===== config.mk =====
export PLATFORM = sky130hd
export DESIGN_NAME = sleep_wakeup_interrupt_ctrl
export DESIGN_NICKNAME = d
export VERILOG_FILES = /design/src/core/swi_pkg.sv /design/src/core/sleep_wakeup_interrupt_ctrl.sv /design/src/core/pin_sync.sv /design/src/core/wake_detect.sv
export SDC_FILE = /design/constraint.sdc
export NUM_CORES = 1
export LEC_CHECK = 0
export BUFFER_PORTS_ARGS = -buffer_cell sky130_fd_sc_hd__buf_2
export CAP_MARGIN = 40
export CORE_ASPECT_RATIO = 0.8
export CORE_MARGIN = 3
export CORE_UTILIZATION = 45
export DETAILED_ROUTE_END_ITERATION = 7
export GPL_TIMING_DRIVEN = 0
export PLACE_DENSITY_LB_ADDON = 0.25
export SLEW_MARGIN = 20
export SYNTH_ARGS = -nofsm -noshare
export SYNTH_HDL_FRONTEND = slang
export SYNTH_SLANG_ARGS = --single-unit
export TNS_END_PERCENT = 100

===== constraint.sdc =====
create_clock -name core_clk -period 2.3 [get_ports core_clk]
set_input_delay 0.23 -clock core_clk [delete_from_list [all_inputs] [get_ports core_clk]]
set_output_delay 0.23 -clock core_clk [all_outputs]
set_load 0.01 [all_outputs]

===== src/core/swi_pkg.sv =====
// constants, modes and carrier types of the sleep, wakeup and interrupt block
// assumes one always-running core clock and the core's byte-wide register port
package swi_pkg;

    // register byte addresses
    localparam logic [7:0] ADDR_EDGE_SEL  = 8'hbf;
    localparam logic [7:0] ADDR_P1_WAKE   = 8'hc0;
    localparam logic [7:0] ADDR_IRQ_REQ   = 8'hc8;
    localparam logic [7:0] ADDR_IRQ_EN    = 8'hc9;
    localparam logic [7:0] ADDR_OSC_CTRL  = 8'hca;
    localparam logic [7:0] ADDR_STACK     = 8'hdf;

    // field positions
    localparam int SLEEP_BIT      = 3;
    localparam int EXT_BIT        = 0;
    localparam int TMR_BIT        = 5;
    localparam int GIE_BIT        = 7;
    localparam int EDGE_LO        = 3;
    localparam int EDGE_HI        = 4;
    localparam int STK_HI         = 1;
    localparam int P1_WAKE_HI     = 5;

    // reset values
    localparam logic [1:0] EDGE_RST    = 2'h2;
    localparam logic [1:0] STACK_RST   = 2'h3;
    localparam logic [5:0] P1_WAKE_RST = 6'h00;

    // trigger edge codes
    localparam logic [1:0] EDGE_RESERVED = 2'h0;
    localparam logic [1:0] EDGE_RISE     = 2'h1;
    localparam logic [1:0] EDGE_FALL     = 2'h2;
    localparam logic [1:0] EDGE_BOTH     = 2'h3;

    // wakeup settle count and vector
    localparam int          WAKE_CLOCKS = 4096;
    localparam int          WAKE_CNT_W  = 12;
    localparam logic [11:0] WAKE_LAST   = 12'(WAKE_CLOCKS - 1);
    localparam int          PC_W        = 12;
    localparam logic [11:0] VECTOR_ADDR = 12'h008;

    // reset-cause flag bits that the save buffer leaves alone
    localparam logic [7:0] RESET_CAUSE_MASK = 8'hc0;

    // pins watched: bit 0 is port 0, bits 6:1 are port 1
    localparam int PIN_W = 7;

    typedef enum logic [2:0]
    {
        MODE_NORMAL = 3'b001,
        MODE_SLEEP  = 3'b010,
        MODE_WARMUP = 3'b100
    } mode_t;

    typedef struct packed
    {
        logic [7:0] addr;
        logic       wr;
        logic       rd;
        logic [7:0] wdata;
    } reg_bus_t;

    typedef struct packed
    {
        logic       boundary;
        logic       return_from_interrupt;
        logic       push;
        logic       pop;
        logic [7:0] acc;
        logic [7:0] flags;
    } core_evt_t;

    typedef struct packed
    {
        logic            pc_load;
        logic [PC_W-1:0] pc_addr;
        logic            stack_push;
        logic            stack_pop;
    } vector_t;

    typedef struct packed
    {
        logic       valid;
        logic [7:0] acc;
        logic [7:0] flags;
    } restore_t;

endpackage


===== src/core/sleep_wakeup_interrupt_ctrl.sv =====
// sleep entry, pin wakeup, two-source interrupt control and save buffer
// assumes the core's byte register port, a core_clk that keeps running in sleep,
// and a timer and sequencer on the same clock giving one-cycle event pulses
// the wake watch needs no oscillator: it runs on the always-on clock
// writes count only while the core runs; reads are served in any mode
module sleep_wakeup_interrupt_ctrl
(
    input  wire logic                 core_clk,
    input  wire logic                 rst_b,
    input  wire swi_pkg::reg_bus_t    reg_bus,
    output logic [7:0]                reg_rdata,
    input  wire logic                 port0_pin,
    input  wire logic [5:0]           port1_pins,
    input  wire logic                 timer_overflow,
    input  wire swi_pkg::core_evt_t   core_evt,
    output swi_pkg::vector_t          vector_out,
    output swi_pkg::restore_t         restore_out,
    output logic                      osc_run,
    output logic                      cpu_run
);

    // all state of the block outside the pin filter and wake watch in one record
    typedef struct packed
    {
        swi_pkg::mode_t                   mode;
        logic                             sleep_bit;
        logic [5:0]                       p1_wake;
        logic [1:0]                       edge_sel;
        logic                             ext_en;
        logic                             tmr_en;
        logic                             ext_flag;
        logic                             tmr_flag;
        logic                             global_irq_enable;
        logic [1:0]                       stk;
        logic [swi_pkg::WAKE_CNT_W-1:0]   cnt;
        logic                             pin0_prev;
        logic [7:0]                       rdata;
        logic [7:0]                       save_acc;
        logic [7:0]                       save_flags;
        swi_pkg::restore_t                restore;
        swi_pkg::vector_t                 vec;
    } ctrl_t;

    // registered state and its next value
    ctrl_t                        st_r;
    ctrl_t                        st_nxt;

    // nets between helper logic and the state update
    logic [swi_pkg::PIN_W-1:0]    pins_q;
    logic                         wake_hit;
    logic                         enter_sleep;
    logic                         ext_edge;
    logic                         pend;
    logic                         accept;
    logic                         normal;

    // address match used by both write and read decode
    function automatic logic hit(input logic [7:0] a, input logic [7:0] target);
        hit = (a == target);
    endfunction

    // pin synchroniser for port 0 pin 0 and port 1
    // filtered levels lag the pins by four edges
    pin_sync u_sync
    (
        .core_clk   (core_clk),
        .rst_b      (rst_b),
        .pins_async ({port1_pins, port0_pin}),
        .pins_q     (pins_q)
    );

    // level change watcher running on the always-on clock
    // reference levels are caught on the sleep entry write
    wake_detect u_wake
    (
        .core_clk   (core_clk),
        .rst_b      (rst_b),
        .pins_q     (pins_q),
        .p1_wake_en (st_r.p1_wake),
        .capture    (enter_sleep),
        .wake_hit   (wake_hit)
    );

    // the core executes only in normal mode
    assign normal = (st_r.mode == swi_pkg::MODE_NORMAL);

    // software sets the sleep bit only while running
    assign enter_sleep = normal && reg_bus.wr
                         && hit(reg_bus.addr, swi_pkg::ADDR_OSC_CTRL)
                         && reg_bus.wdata[swi_pkg::SLEEP_BIT];

    // selected edge on port 0 pin 0
    always_comb
    begin
        // the previous level is the filtered pin one cycle earlier
        case (st_r.edge_sel)
            swi_pkg::EDGE_RISE:
            begin
                ext_edge = pins_q[0] && !st_r.pin0_prev;
            end
            swi_pkg::EDGE_FALL:
            begin
                ext_edge = !pins_q[0] && st_r.pin0_prev;
            end
            swi_pkg::EDGE_BOTH:
            begin
                ext_edge = pins_q[0] != st_r.pin0_prev;
            end
            default:
            begin
                // reserved code never triggers
                ext_edge = 1'b0;
            end
        endcase
    end

    // enabled pending requests, taken at an instruction boundary
    assign pend   = (st_r.ext_flag && st_r.ext_en)
                    || (st_r.tmr_flag && st_r.tmr_en);
    // a vector needs the core running and the global enable open
    assign accept = normal && st_r.global_irq_enable && pend && core_evt.boundary;

    // next-state logic
    always_comb
    begin
        // hold all state; strobes fall back to zero each cycle
        st_nxt                    = st_r;
        st_nxt.pin0_prev          = pins_q[0];
        st_nxt.vec.pc_load        = 1'b0;
        st_nxt.vec.stack_push     = 1'b0;
        st_nxt.vec.stack_pop      = 1'b0;
        st_nxt.vec.pc_addr        = swi_pkg::VECTOR_ADDR;
        st_nxt.restore.valid      = 1'b0;

        // power mode sequencing
        case (st_r.mode)
            swi_pkg::MODE_NORMAL:
            begin
                // core halts from the next cycle on
                if (enter_sleep)
                begin
                    st_nxt.sleep_bit = 1'b1;
                    st_nxt.mode      = swi_pkg::MODE_SLEEP;
                end
            end
            swi_pkg::MODE_SLEEP:
            begin
                // only a watched pin change leaves; port 0 pin 0 is always watched
                if (wake_hit)
                begin
                    st_nxt.mode = swi_pkg::MODE_WARMUP;
                    st_nxt.cnt  = '0;
                end
            end
            swi_pkg::MODE_WARMUP:
            begin
                // oscillator settles while the core still waits
                if (st_r.cnt == swi_pkg::WAKE_LAST)
                begin
                    st_nxt.mode      = swi_pkg::MODE_NORMAL;
                    st_nxt.sleep_bit = 1'b0;
                end
                else
                begin
                    st_nxt.cnt = st_r.cnt + 1'b1;
                end
            end
            default:
            begin
                // illegal code: fall back to running
                st_nxt.mode = swi_pkg::MODE_NORMAL;
            end
        endcase

        // register writes; core is halted outside normal mode
        if (normal && reg_bus.wr)
        begin
            // trigger edge of the external pin source
            if (hit(reg_bus.addr, swi_pkg::ADDR_EDGE_SEL))
            begin
                st_nxt.edge_sel = reg_bus.wdata[swi_pkg::EDGE_HI:swi_pkg::EDGE_LO];
            end
            // port 1 wake enables; no read path
            else if (hit(reg_bus.addr, swi_pkg::ADDR_P1_WAKE))
            begin
                st_nxt.p1_wake = reg_bus.wdata[swi_pkg::P1_WAKE_HI:0];
            end
            // request flags; events below still win
            else if (hit(reg_bus.addr, swi_pkg::ADDR_IRQ_REQ))
            begin
                st_nxt.ext_flag = reg_bus.wdata[swi_pkg::EXT_BIT];
                st_nxt.tmr_flag = reg_bus.wdata[swi_pkg::TMR_BIT];
            end
            // per-source enables
            else if (hit(reg_bus.addr, swi_pkg::ADDR_IRQ_EN))
            begin
                st_nxt.ext_en = reg_bus.wdata[swi_pkg::EXT_BIT];
                st_nxt.tmr_en = reg_bus.wdata[swi_pkg::TMR_BIT];
            end
            // global enable and stack level bits
            else if (hit(reg_bus.addr, swi_pkg::ADDR_STACK))
            begin
                st_nxt.global_irq_enable = reg_bus.wdata[swi_pkg::GIE_BIT];
                st_nxt.stk = reg_bus.wdata[swi_pkg::STK_HI:0];
            end
        end

        // events set flags whatever the enables; set wins over a clearing write
        if (ext_edge)
        begin
            st_nxt.ext_flag = 1'b1;
        end
        // timer is stopped in sleep, so only running overflows count
        if (timer_overflow && normal)
        begin
            st_nxt.tmr_flag = 1'b1;
        end

        // return from interrupt re-opens the global enable
        // stack level climbs back by one as the return pops
        if (normal && core_evt.return_from_interrupt)
        begin
            st_nxt.global_irq_enable           = 1'b1;
            st_nxt.stk           = st_r.stk + 1'b1;
            st_nxt.vec.stack_pop = 1'b1;
        end

        // vector acceptance has the last word on the global enable
        // stack level steps down by one as the vector pushes
        if (accept)
        begin
            st_nxt.global_irq_enable            = 1'b0;
            st_nxt.stk            = st_r.stk - 1'b1;
            st_nxt.vec.pc_load    = 1'b1;
            st_nxt.vec.stack_push = 1'b1;
        end

        // single-level save buffer for accumulator and flags
        // a second save overwrites the first
        if (normal && core_evt.push)
        begin
            st_nxt.save_acc   = core_evt.acc;
            st_nxt.save_flags = core_evt.flags & ~swi_pkg::RESET_CAUSE_MASK;
        end
        // restore hands the buffer back with a one-cycle valid
        if (normal && core_evt.pop)
        begin
            st_nxt.restore.valid = 1'b1;
            st_nxt.restore.acc   = st_r.save_acc;
            // reset-cause bits keep their live value
            st_nxt.restore.flags = (st_r.save_flags & ~swi_pkg::RESET_CAUSE_MASK)
                                   | (core_evt.flags & swi_pkg::RESET_CAUSE_MASK);
        end

        // registered read data; write-only and unmapped read zero
        // reads are served in every mode
        if (reg_bus.rd)
        begin
            st_nxt.rdata = 8'h00;
            // edge field
            if (hit(reg_bus.addr, swi_pkg::ADDR_EDGE_SEL))
            begin
                st_nxt.rdata[swi_pkg::EDGE_HI:swi_pkg::EDGE_LO] = st_r.edge_sel;
            end
            // request flags
            else if (hit(reg_bus.addr, swi_pkg::ADDR_IRQ_REQ))
            begin
                st_nxt.rdata[swi_pkg::EXT_BIT] = st_r.ext_flag;
                st_nxt.rdata[swi_pkg::TMR_BIT] = st_r.tmr_flag;
            end
            // per-source enables
            else if (hit(reg_bus.addr, swi_pkg::ADDR_IRQ_EN))
            begin
                st_nxt.rdata[swi_pkg::EXT_BIT] = st_r.ext_en;
                st_nxt.rdata[swi_pkg::TMR_BIT] = st_r.tmr_en;
            end
            // global enable and stack level bits
            else if (hit(reg_bus.addr, swi_pkg::ADDR_STACK))
            begin
                st_nxt.rdata[swi_pkg::GIE_BIT]  = st_r.global_irq_enable;
                st_nxt.rdata[swi_pkg::STK_HI:0] = st_r.stk;
            end
            // sleep bit; reads zero once the core runs again
            else if (hit(reg_bus.addr, swi_pkg::ADDR_OSC_CTRL))
            begin
                st_nxt.rdata[swi_pkg::SLEEP_BIT] = st_r.sleep_bit;
            end
        end
    end

    // state register with documented reset values
    always_ff @(posedge core_clk)
    begin
        if (!rst_b)
        begin
            // clear all, then load mode, edge select, wake enables, stack level and vector
            st_r          <= '0;
            st_r.mode     <= swi_pkg::MODE_NORMAL;
            st_r.edge_sel <= swi_pkg::EDGE_RST;
            st_r.p1_wake  <= swi_pkg::P1_WAKE_RST;
            st_r.stk      <= swi_pkg::STACK_RST;
            st_r.vec      <= '0;
        end
        else
        begin
            st_r <= st_nxt;
        end
    end

    // outputs
    assign reg_rdata   = st_r.rdata;
    assign vector_out  = st_r.vec;
    assign restore_out = st_r.restore;

    // power state for the clock generator and the core
    assign osc_run     = (st_r.mode != swi_pkg::MODE_SLEEP);
    assign cpu_run     = normal;

endmodule


===== src/core/pin_sync.sv =====
// three-stage pin synchroniser with a two-stage agreement filter
// assumes pins are asynchronous to core_clk
module pin_sync
(
    input  wire logic                     core_clk,
    input  wire logic                     rst_b,
    input  wire logic [swi_pkg::PIN_W-1:0] pins_async,
    output logic      [swi_pkg::PIN_W-1:0] pins_q
);

    typedef struct packed
    {
        logic [swi_pkg::PIN_W-1:0] s1;
        logic [swi_pkg::PIN_W-1:0] s2;
        logic [swi_pkg::PIN_W-1:0] s3;
        logic [swi_pkg::PIN_W-1:0] q;
    } sync_t;

    sync_t st_r;
    sync_t st_nxt;

    // shift chain; a level counts once stages two and three agree
    always_comb
    begin
        st_nxt    = st_r;
        st_nxt.s1 = pins_async;
        st_nxt.s2 = st_r.s1;
        st_nxt.s3 = st_r.s2;
        for (int i = 0; i < swi_pkg::PIN_W; i++)
        begin
            if (st_r.s2[i] == st_r.s3[i])
            begin
                st_nxt.q[i] = st_r.s3[i];
            end
        end
    end

    // state register
    always_ff @(posedge core_clk)
    begin
        if (!rst_b)
        begin
            st_r <= '0;
        end
        else
        begin
            st_r <= st_nxt;
        end
    end

    assign pins_q = st_r.q;

endmodule


===== src/core/wake_detect.sv =====
// pin level change detector for wakeup from power-down
// assumes filtered pin levels; reference is caught on the sleep entry pulse
module wake_detect
(
    input  wire logic                      core_clk,
    input  wire logic                      rst_b,
    input  wire logic [swi_pkg::PIN_W-1:0] pins_q,
    input  wire logic [5:0]                p1_wake_en,
    input  wire logic                      capture,
    output logic                           wake_hit
);

    typedef struct packed
    {
        logic [swi_pkg::PIN_W-1:0] ref_lvl;
    } wake_t;

    wake_t                     st_r;
    wake_t                     st_nxt;
    logic [swi_pkg::PIN_W-1:0] watch;

    // latch levels at sleep entry
    always_comb
    begin
        st_nxt = st_r;
        if (capture)
        begin
            st_nxt.ref_lvl = pins_q;
        end
    end

    // port 0 always watched, port 1 per enable
    assign watch    = {p1_wake_en, 1'b1};
    assign wake_hit = |((pins_q ^ st_r.ref_lvl) & watch);

    // state register
    always_ff @(posedge core_clk)
    begin
        if (!rst_b)
        begin
            st_r <= '0;
        end
        else
        begin
            st_r <= st_nxt;
        end
    end

endmodule


# ---- Yosys cells after proc, flatten, opt, wreduce, memory -nomap -nowiden
# Cells that the tools add are included.
dict set report totals {
  mem_count 0
  output_inout_bits 42
  regBits 110
  wordCells 162
  ram_bits 0
  rom_bits 0
  input_bits 48
  latchBits 0
}
dict set report op_classes {
  n_shift 0
  muxes 43
  n_mul 0
  div 0
  n_reduce_logical 39
  n_bitwise 7
  magnitude_cmp 0
  n_addsub 3
  eq_ne 38
}
# op count
set ops {}
lappend ops {{$eq 8x8->1 const B} 6}
lappend ops {{$mux 12} 2}
lappend ops {{$pmux 12 s2} 1}
lappend ops {{$mux 1} 21}
lappend ops {{$mux 17} 1}
lappend ops {{$reduce_bool 2->1} 8}
lappend ops {{$mux 3} 5}
lappend ops {{$mux 5} 3}
lappend ops {{$ne 3x2->1 const B} 5}
lappend ops {{$logic_and 1x1->1} 14}
lappend ops {{$ne 2x1->1 const B} 7}
lappend ops {{$add 12x1->12 const B} 1}
lappend ops {{$eq 12x12->1 const B} 1}
lappend ops {{$reduce_and 3->1} 4}
lappend ops {{$reduce_and 6->1} 2}
lappend ops {{$ne 2x2->1 const B} 5}
lappend ops {{$pmux 3 s3} 1}
lappend ops {{$mux 2} 4}
lappend ops {{$mux 4} 2}
lappend ops {{$or 6x8->8} 1}
lappend ops {{$reduce_and 4->1} 2}
lappend ops {{$and 7x7->7} 1}
lappend ops {{$eq 1x1->1} 7}
lappend ops {{$reduce_or 7->1} 1}
lappend ops {{19 further kinds} 25}

# ---- Depth between registers and ports, before layout
# Gate-level depths: netlist (run 1).
dict set report logic_depth {
  word_depth 9
  ltp_mapped 10
  depth_no_buf 7
}

# ---- Cells and area by module
# Synthesis (run 1) repeated with hierarchy kept, for this count alone.
dict set report hier_totals {
  cells_unflattened 526
  area_unflattened_um2 4672.0
}
# module seq_area_each_um2 cells_each area_each_um2 n_inst
set by_module_without_submodules {}
lappend by_module_without_submodules {sleep_wakeup_interrupt_ctrl 1441.4 414 3443.3 1}
lappend by_module_without_submodules {pin_sync 560.5 79 880.8 1}
lappend by_module_without_submodules {wake_detect 140.1 33 347.8 1}

# ---- Least setup slack after synthesis (run 1)
# No wires, ideal clock.
dict set report synth_timing {
  path_kind {reg2reg}
  startpoint {register st_r[57] (netlist name)}
  endpoint {register st_r[63] (netlist name)}
  n_path_buf 3
  required_ns 2.170
  path_stages_with_launch 10
  arrival_ns 1.928
  synth_period_minus_slack_ns 2.057
  slack_ns 0.243
  setup_ns 0.130
  cell_sequence {dfxtp_1 ha_1 and4_1 buf_6 a41o_1 and2_1 buf_2 buf_4 o41ai_1 a21oi_1}
}
dict set report synth_via {
  elab_chain_len 3
  elab_cells_between_ends 6
  classes_between {add/sub (1); eq/ne (2); mux (2); reduce/logical (1)}
}
# item line_no
set synth_rtl {}
lappend synth_rtl {{from (decl)} sleep_wakeup_interrupt_ctrl.sv:45} ;# ctrl_t st_r;
lappend synth_rtl {{from (signal assigned)} sleep_wakeup_interrupt_ctrl.sv:306} ;# st_r <= st_nxt;
lappend synth_rtl {{$add 12x1->12 or $eq 12x12->1 (tied branches)} {sleep_wakeup_interrupt_ctrl.sv:165, sleep_wakeup_interrupt_ctrl.sv:158}}
lappend synth_rtl {{$mux 12 or $ne 2x2->1 (tied branches)} n/a}
lappend synth_rtl {{$pmux 12 s2 or $reduce_and 3->1 (tied branches)} n/a}
# Parallel ways exist; a longest one is shown, timed or not. The select of a mux whose other input is x is not followed.
# A chain may end at the register's enable or synchronous reset.

# ---- Worst setup path in the final report (run 1)
dict set report layout_timing {
  startpoint {register st_r[57] (netlist name)}
  endpoint {register st_r[59] (netlist name)}
}
# The elaborated chain is that of the path after synthesis.

==> flow_summary.yaml, run 1 <==
timing:
  finalHoldViolCount: 0
  worst_pin_slew_ns: 0.628
  timing.final.crit_share_pct: 95.8
  grt_setup_unrepaired: "false"
  clock_skew_ns: 0.00623
  fmax_mhz: 454
  fin_tns_setup_ns: 0
  setup_viol: 0
  min_period_ns: 2.20
  slew_headroom_pct: 58.1
  slew_viol_final: 0
drt:
  top_layer: "met4"
  wl_met3_um: 681
  viasPerCell: 5.03
  wirelength_um: 10300
  dr.pass1.iters: 4
  drc_errors: 0
  drt-initial-drc-count: 166
  num_vias: 3799
  ant_nets: 0
  met2_length_um: 4580
  drt-met1-wl_um: 4900
  post_drt_wl_per_cell_um: 13.6
min_path:
  hp-class: "in2reg"
  min_from: "rst_b"
  worstHoldEndpoint: "vector_out[5]"
  holdPathStages: 1
logic_synthesis:
  ys_ff_latch: 107
  ys_top_cells_by_area: "dfxtp_1, nand2_1, buf_4, a21oi_1, mux2i_1"
  ys_seq_area_share_pct: 46.4
  synthCells: 519
  synth_edf_count: 0
  synth_area_leader_cell: "dfxtp_1"
  yosys_warnings: 0
  netlist-cell-type-count: 56
  synth_top_area_share_pct: 46.4
  async_flop_share_pct: 0
  postSynthAreaPerCell_sq_um: 8.90
  synth.cell_area_sq_mm: 0.00462
  yosys_most_used_dff: "dfxtp_1"
setup_path:
  worst_setup_path_end_kind: "register"
  cp-startpoint: "st_r[57]"
  crit_family: "simple AND/OR/NAND/NOR gates"
  r2r-end: "st_r[59]"
  cp_cell_sequence: "ha_2, and4_1, buf_6, a41o_1, and2_1, buf_2, or4_1, a21oi_1"
  cp.required_ns: 2.58
  worst-path-max-fanout: 9
  crit_slowest_cell: "or4_1"
  r2r-start: "st_r[57]"
  startpoint_type: "register"
  crit_buf_inv: 2
  worstSetupPathType: "reg2reg"
  rr_worst_depth: 8
  crit_arrival_ns: 2.48
  rrSetupSlack_ns: 0.1
  slowest_delay_ns: 0.49
run_status:
  outcome: "finished, final reports clean"
clocking:
  cts-buffers-inserted: 9
  clkSinkCount: 107
  clock_latency_ns: 0.35
  cts_buffer_depth: 2
  cts_resized: 0
  postCtsSetupBuffers: 0
  htree_levels: 3
  holdBufCountCts: 0
  cts_tree: "built"
  clk_pin_slew_ns: 0.07
  cts_root_buf: "clkbuf_16"
global_routing:
  grt.total_usage_pct: 17.6
  antenna_found_initial: 0
  globalRouteOverflowTotal: 0
  grt_max_degree: 19
  first_global_vias: 3457
  grt_pass1_wl_um: 16600
final_layout:
  nFillCells: 900
  post_layout_nonfiller_instances: 756
  diodes: 0
  drive_gt1_share_pct: 24.5
  synthToLayoutAreaGrowth_pct: 19.8
  layout.nets: 666
  final_common_cell: "dfxtp_1"
  layout_common_cells: "dfxtp_1, nand2_1, buf_2, a21oi_1, buf_4"
floorplan:
  core-area_sq_mm: 0.00981
  dieArea_sq_mm: 0.0115
  num_rows: 32
  initial_core_util_pct: 47.1
  die_width_um: 119
  io_pins: 90
  die_height_um: 96.6
place:
  port_buffers: 73
  place_congestion: 0.844
  dpl.hpwl_um: 7490
  place_inst: 740
power_and_ir_drop:
  peakVddDrop_mv: 0.467
  intPower_mw: 2.86
  seqPwrFrac_pct: 51.7
  p_sw_mw: 0.863
  leakagePower_nw: 2.34
  power-per-cell-area_mw_per_mm2: 673
  power_frac_comb_pct: 6.9
  clkPwrFrac_pct: 41.4
  swShare_pct: 23.2
  power_mw: 3.73
flow_run:
  cap_violations: 0
-- cell families after synthesis --
kind of cell	count (synthesis)	share of synthesized area [%]
other cells	1	0.0812
fa+ha+maj	3	0.813
simple gates	205	22.4
flops	107	46.4
compound gates	97	12.9
xor+xnor	8	1.52
mux	22	4.77
buf+inv	76	11.1
-- power groups by stage --
stage	logic, mW	clock network (mW)	registers, mW
after detailed placement	0.255	0	1.97
after global placement	0.249	0	1.97
after global routing	0.285	1.66	1.93
final	0.256	1.54	1.93
after CTS	0.256	1.58	1.93
after floorplan	0.160	0	1.96
-- sequential cells by signal (all words and copies together), names as in the netlist --
signal	flops
reg_rdata	6
restore_out	17
st_r	46
u_sync.pins_q	7
u_sync.st_nxt	14
u_sync.st_r	7
u_wake.st_r	7
vector_out	3
-- through the flow --
step                      cell area, sq um  utilization (%)  setup slack, ns  hold slack (ns)
after floorplan                       4660                -            0.243            0.258
after global placement                5200             53.0            0.113            0.393
after detailed placement              5200             53.0           0.0583            0.397
after CTS                             5500             56.1           0.0564           0.0294
after global routing                  5530             56.4          0.00349           0.0247
final                                 5530             56.4           0.0955           0.0344
-- layer usage --
metal	track usage (%)	up-vias
li1	-	1924
met1	23.8	1755
met2	26.9	106
met3	5.79	14
met4	5.08	0
met5	0	-
-- layout make-up --
class	instances	area [sq um]	area share [%]
Sequential cell	107	2140	38.7
Inverter	7	26.3	0.475
Timing Repair Buffer	73	365	6.60
Clock inverter	7	73.8	1.33
Tap cell	136	170	3.08
Multi-Input combinational cell	348	2040	36.9
Buffer	69	488	8.82
Clock buffer	9	225	4.07
-- cells in the mapped netlist (2+ instances only) --
master,n
dfxtp_1,107
nand2_1,88
a21oi_1,58
buf_4,42
nor2_1,33
and2_1,27
mux2i_1,22
clkbuf_1,19
nand3_1,12
o21ai_0,12
xor2_1,8
o31ai_1,7
nand2b_1,6
or4b_1,6
buf_6,5
inv_1,5
o41ai_1,5
or4_1,5
nor3_1,4
nor4_1,4
and4_1,3
ha_1,3
a211oi_2,2
buf_12,2
nand4_1,2
nand4b_1,2
-- worst max-delay path by stage --
stage	depth (start not counted)	to	slack, ns
2_1_floorplan	9	st_r[63]	0.24
3_3_place_gp	9	st_r[65]	0.11
3_5_place_dp	9	st_r[65]	0.06
4_1_cts	9	st_r[65]	0.06
5_1_grt	9	st_r[63]	0.003
6_report	8	st_r[59]	0.1
Power figures use the tool's default switching activity.
==> run 2: changes to the inputs <==
--- a/config.mk
+++ b/config.mk
@@ -13,6 +13,7 @@
 export DETAILED_ROUTE_END_ITERATION = 7
 export GPL_TIMING_DRIVEN = 0
 export PLACE_DENSITY_LB_ADDON = 0.25
+export REMOVE_ABC_BUFFERS = 1
 export SLEW_MARGIN = 20
 export SYNTH_ARGS = -nofsm -noshare
 export SYNTH_HDL_FRONTEND = slang
==> flow_summary.yaml, run 2 (synthesis results as in run 1) <==
run_status:
  outcome: "finished, final reports clean"
clocking:
  cts-buffers-inserted: 9
  htree_levels: 3
  clkSinkCount: 107
  cts_buffer_depth: 2
  postCtsSetupBuffers: 0
  clock_latency_ns: 0.34
  cts_tree: "built"
  cts_root_buf: "clkbuf_16"
  clk_pin_slew_ns: 0.07
  cts_resized: 3
  holdBufCountCts: 0
min_path:
  min_from: "port1_pins[1]"
  holdPathStages: 2
  worstHoldEndpoint: "u_sync.st_nxt[16]"
  hp-class: "in2reg"
drt:
  wirelength_um: 8830
  viasPerCell: 4.99
  post_drt_wl_per_cell_um: 12.8
  drc_errors: 0
  drt-initial-drc-count: 148
  num_vias: 3446
  ant_nets: 0
  dr.pass1.iters: 4
setup_path:
  rrSetupSlack_ns: 0.06
  rr_worst_depth: 6
  r2r-start: "st_r[57]"
  cp.required_ns: 2.57
  worst-path-max-fanout: 18
  startpoint_type: "register"
  crit_arrival_ns: 2.51
  worst_setup_path_end_kind: "register"
  r2r-end: "st_r[66]"
  worstSetupPathType: "reg2reg"
global_routing:
  grt.total_usage_pct: 15.6
  first_global_vias: 3156
  grt_pass1_wl_um: 14900
  grt_max_degree: 42
  antenna_found_initial: 0
  globalRouteOverflowTotal: 0
timing:
  finalHoldViolCount: 0
  slew_viol_final: 0
  worst_pin_slew_ns: 0.755
  min_period_ns: 2.24
  slew_headroom_pct: 49.6
  hold_slack_ns: 0.0894
  setup_viol: 0
  fmax_mhz: 445
  grt_setup_unrepaired: "false"
  timing.final.crit_share_pct: 97.6
  clock_skew_ns: 0.00784
floorplan:
  die_height_um: 96.6
  initial_core_util_pct: 47.1
  die_width_um: 119
  io_pins: 90
  num_rows: 32
  core-area_sq_mm: 0.00981
  dieArea_sq_mm: 0.0115
final_layout:
  layout.nets: 600
  diodes: 0
  synthToLayoutAreaGrowth_pct: 9.02
  layout_common_cells: "dfxtp_1, nand2_1, buf_2, a21oi_1, nor2_1"
  nFillCells: 938
  final_common_cell: "dfxtp_1"
  largest_reg_flops: 46
  drive_gt1_share_pct: 18.4
  largest-register: "st_r"
flow_run:
  cap_violations: 0
place:
  dpl.hpwl_um: 6190
  place_congestion: 0.813
  port_buffers: 75
power_and_ir_drop:
  peakVddDrop_mv: 0.417
  power-per-cell-area_mw_per_mm2: 716
  leakagePower_nw: 2.06
  power_mw: 3.60
## run 2: cell count changes in the layout (fill, tap and decap cells not counted), moves of 2 or more
cell / delta
clkbuf_1: -18
buf_6: -5
clkinv_2: -2
o41ai_1: +2
buf_4: -42
clkbuf_8: +2
## run 2: metal layers
metal / wire (um) / global-route usage (%)
met3: 474 / 4.50
met4: 108 / 4.45
met2: 3930 / 24.2
met1: 4310 / 21.2
met5: 0 / 0
## run 2: how the worst max path moves through the flow
stage	start	to	slack, ns	cells past startpoint
6_report	st_r[57]	st_r[66]	0.06	6
5_1_grt	st_r[85]	st_r[70]	0.003	5
4_1_cts	st_r[57]	st_r[66]	0.07	6
3_5_place_dp	st_r[85]	st_r[66]	-0.12	5
3_3_place_gp	st_r[85]	st_r[68]	-0.02	5
2_1_floorplan	st_r[85]	st_r[57]	0.25	5
## run 2: cell type report
type                            count  area [sq um]  area share, %
Multi-Input combinational cell    348          2010           39.9
Clock buffer                       12           256           5.09
Inverter                            7          26.3          0.522
Clock inverter                      4          33.8          0.671
Tap cell                          136           170           3.38
Sequential cell                   107          2140           42.6
Timing Repair Buffer               76           395           7.85
## run 2: stage by stage
step                      setup slack [ns]  util [%]  cell area [sq um]  setup TNS (ns)  std cells
after CTS                           0.0721      51.3               5040               0        690
final                               0.0550      51.3               5040               0        690
after global routing               0.00297      51.3               5040               0        690
after floorplan                      0.248         -               4180               0        462
after detailed placement            -0.116      48.3               4740           -1.08        674
after global placement             -0.0240      48.1               4720          -0.207        673
## run 2: worst max-delay path: stages (launching register included)
cell and delay, ns:
dfxtp_1 0.35, ha_1 0.25, and4_1 0.29, a41o_1 0.29
and2_2 0.31, or4_1 0.52, a21oi_1 0.16
## run 2: power breakdown
group	internal (mW)	switching [mW]	total (mW)	leakage [nW]
clock network	0.802	0.668	1.47	0.139
registers	1.90	0.0252	1.93	0.871
logic	0.0824	0.126	0.209	1.05
total	2.78	0.819	3.60	2.06
==> run 3: changes to the inputs <==
==> constraint.sdc (replaced) <==
create_clock -name core_clk -period 2.3 [get_ports core_clk]
set_input_delay 0.115 -clock core_clk [delete_from_list [all_inputs] [get_ports core_clk]]
set_output_delay 0.115 -clock core_clk [all_outputs]
set_load 0.01 [all_outputs]
==> flow_summary.yaml, run 3 (synthesis results as in run 1) <==
run_status:
  outcome: "finished, final reports clean"
global_routing:
  gr-usage-met3_pct: 4.56
  use_met1_pct: 21.3
  grt.total_usage_pct: 15.7
  grt_max_degree: 42
  use_met2_pct: 24.2
  antenna_found_initial: 0
  grt_pass1_wl_um: 15000
  busiest_layer: "met2"
  first_global_vias: 3195
  globalRouteOverflowTotal: 0
final_layout:
  drive_gt1_share_pct: 18.1
  layout_common_cells: "dfxtp_1, nand2_1, buf_2, a21oi_1, nor2_1"
  final_common_cell: "dfxtp_1"
  largest-register: "st_r"
  final_util_pct: 52.5
  largest_reg_flops: 46
  synthToLayoutAreaGrowth_pct: 11.4
  diodes: 0
  layout.nets: 611
clocking:
  clock_latency_ns: 0.34
  cts_root_buf: "clkbuf_16"
  clk_pin_slew_ns: 0.07
  cts_tree: "built"
  htree_levels: 3
  cts_buffer_depth: 2
  cts-buffers-inserted: 9
  clkSinkCount: 107
  postCtsSetupBuffers: 0
timing:
  timing.final.crit_share_pct: 97.4
  setup_slack_ns: 0.0606
  clock_skew_ns: 0.00696
  slew_viol_final: 0
  finalHoldViolCount: 0
  min_period_ns: 2.24
  worst_pin_slew_ns: 0.744
  grt_setup_unrepaired: "false"
  fmax_mhz: 447
  setup_viol: 0
  slew_headroom_pct: 50.4
place:
  port_buffers: 75
  dpl.hpwl_um: 6190
  post-place-ws_ns: -0.116
  place_congestion: 0.813
floorplan:
  io_pins: 90
  initial_core_util_pct: 47.1
  core-area_sq_mm: 0.00981
  dieArea_sq_mm: 0.0115
  die_width_um: 119
  num_rows: 32
  die_height_um: 96.6
flow_run:
  cap_violations: 0
setup_path:
  cp-startpoint: "st_r[57]"
  crit_arrival_ns: 2.51
  cp_cell_sequence: "ha_1, and4_1, a41o_1, and2_2, or4_1, a21oi_1"
  worst-path-max-fanout: 18
  cp_num_cells: 6
  crit_slowest_cell: "or4_1"
  crit_family: "simple AND/OR/NAND/NOR gates"
  rr_worst_depth: 6
  endpoint: "st_r[66]"
  cp.required_ns: 2.57
  crit_buf_inv: 0
  rrSetupSlack_ns: 0.06
  worstSetupPathType: "reg2reg"
  slowest_delay_ns: 0.51
  r2r-end: "st_r[66]"
  r2r-start: "st_r[57]"
  worst_setup_path_end_kind: "register"
  startpoint_type: "register"
drt:
  drt-initial-drc-count: 170
  drc_errors: 0
  viasPerCell: 4.98
  wirelength_um: 8940
  num_vias: 3494
  post_drt_wl_per_cell_um: 12.8
  dr.pass1.iters: 4
  ant_nets: 0
power_and_ir_drop:
  power-per-cell-area_mw_per_mm2: 703
  power_mw: 3.62
  peakVddDrop_mv: 0.418
  leakagePower_nw: 2.10
min_path:
  hp-class: "in2reg"
[run 3: cell types whose count changed in the layout (fill, tap and decap cells not counted), sizes merged]
| cell | delta |
|---|---|
| dlygate4sd3 | +11 |
[run 3: layout make-up]
cell class,instances,area (sq um)
fillers,929,4660
flip-flops and latches,107,2140
multi-input cells,348,2010
repair buffers,87,505
clock buffers,12,256
well taps,136,170
clock inverters,4,33.8
inverters,7,26.3
[run 3: worst register-to-register path, stage by stage, from the launching register on]
cell	delay (ns)
dfxtp_1	0.35
ha_1	0.25
and4_1	0.29
a41o_1	0.29
and2_2	0.31
or4_1	0.52
a21oi_1	0.16
[run 3: through the flow]
stage / TNS, ns / instance area, sq um / cells / hold slack (ns)
floorplan: 0 / 4180 / 462 / 0.143
global placement: -0.207 / 4720 / 673 / 0.321
detailed placement: -1.08 / 4740 / 674 / 0.324
CTS: 0 / 5150 / 701 / 0.000855
global route: 0 / 5150 / 701 / 0.00881
finish: 0 / 5150 / 701 / 0.0120
[run 3: metal layers]
metal | vias up | routed length [um]
li1 | 1808 | -
met5 | - | 0
met3 | 12 | 469
met4 | 0 | 154
met1 | 1595 | 4360
met2 | 79 | 3960
[run 3: repair_timing]
action | CTS | global route
hold buffers | 11 | 0
endpoints found under the hold margin | 11 | 0
setup endpoints to repair | 13 | 0
resized for setup | 3 | 0
[run 3: how the worst min path moves through the flow]
stage / slack (ns) / startpoint / to / cells after the start
4_1_cts: 0.0009 / core_evt[5] / st_r[37] / 3
3_5_place_dp: 0.32 / port1_pins[2] / u_sync.st_nxt[17] / 2
3_3_place_gp: 0.32 / port1_pins[3] / u_sync.st_nxt[18] / 2
6_report: 0.01 / core_evt[5] / st_r[37] / 3
5_1_grt: 0.009 / core_evt[8] / st_r[40] / 3
2_1_floorplan: 0.14 / rst_b / vector_out[5] / 0
[run 3: power by group]
group          leakage (nW)  total, mW  switching, mW  internal (mW)
Clock                 0.139       1.47          0.667          0.802
Combinational          1.09      0.223          0.129         0.0945
Sequential            0.871       1.93         0.0250           1.90
Total                  2.10       3.62          0.821           2.80
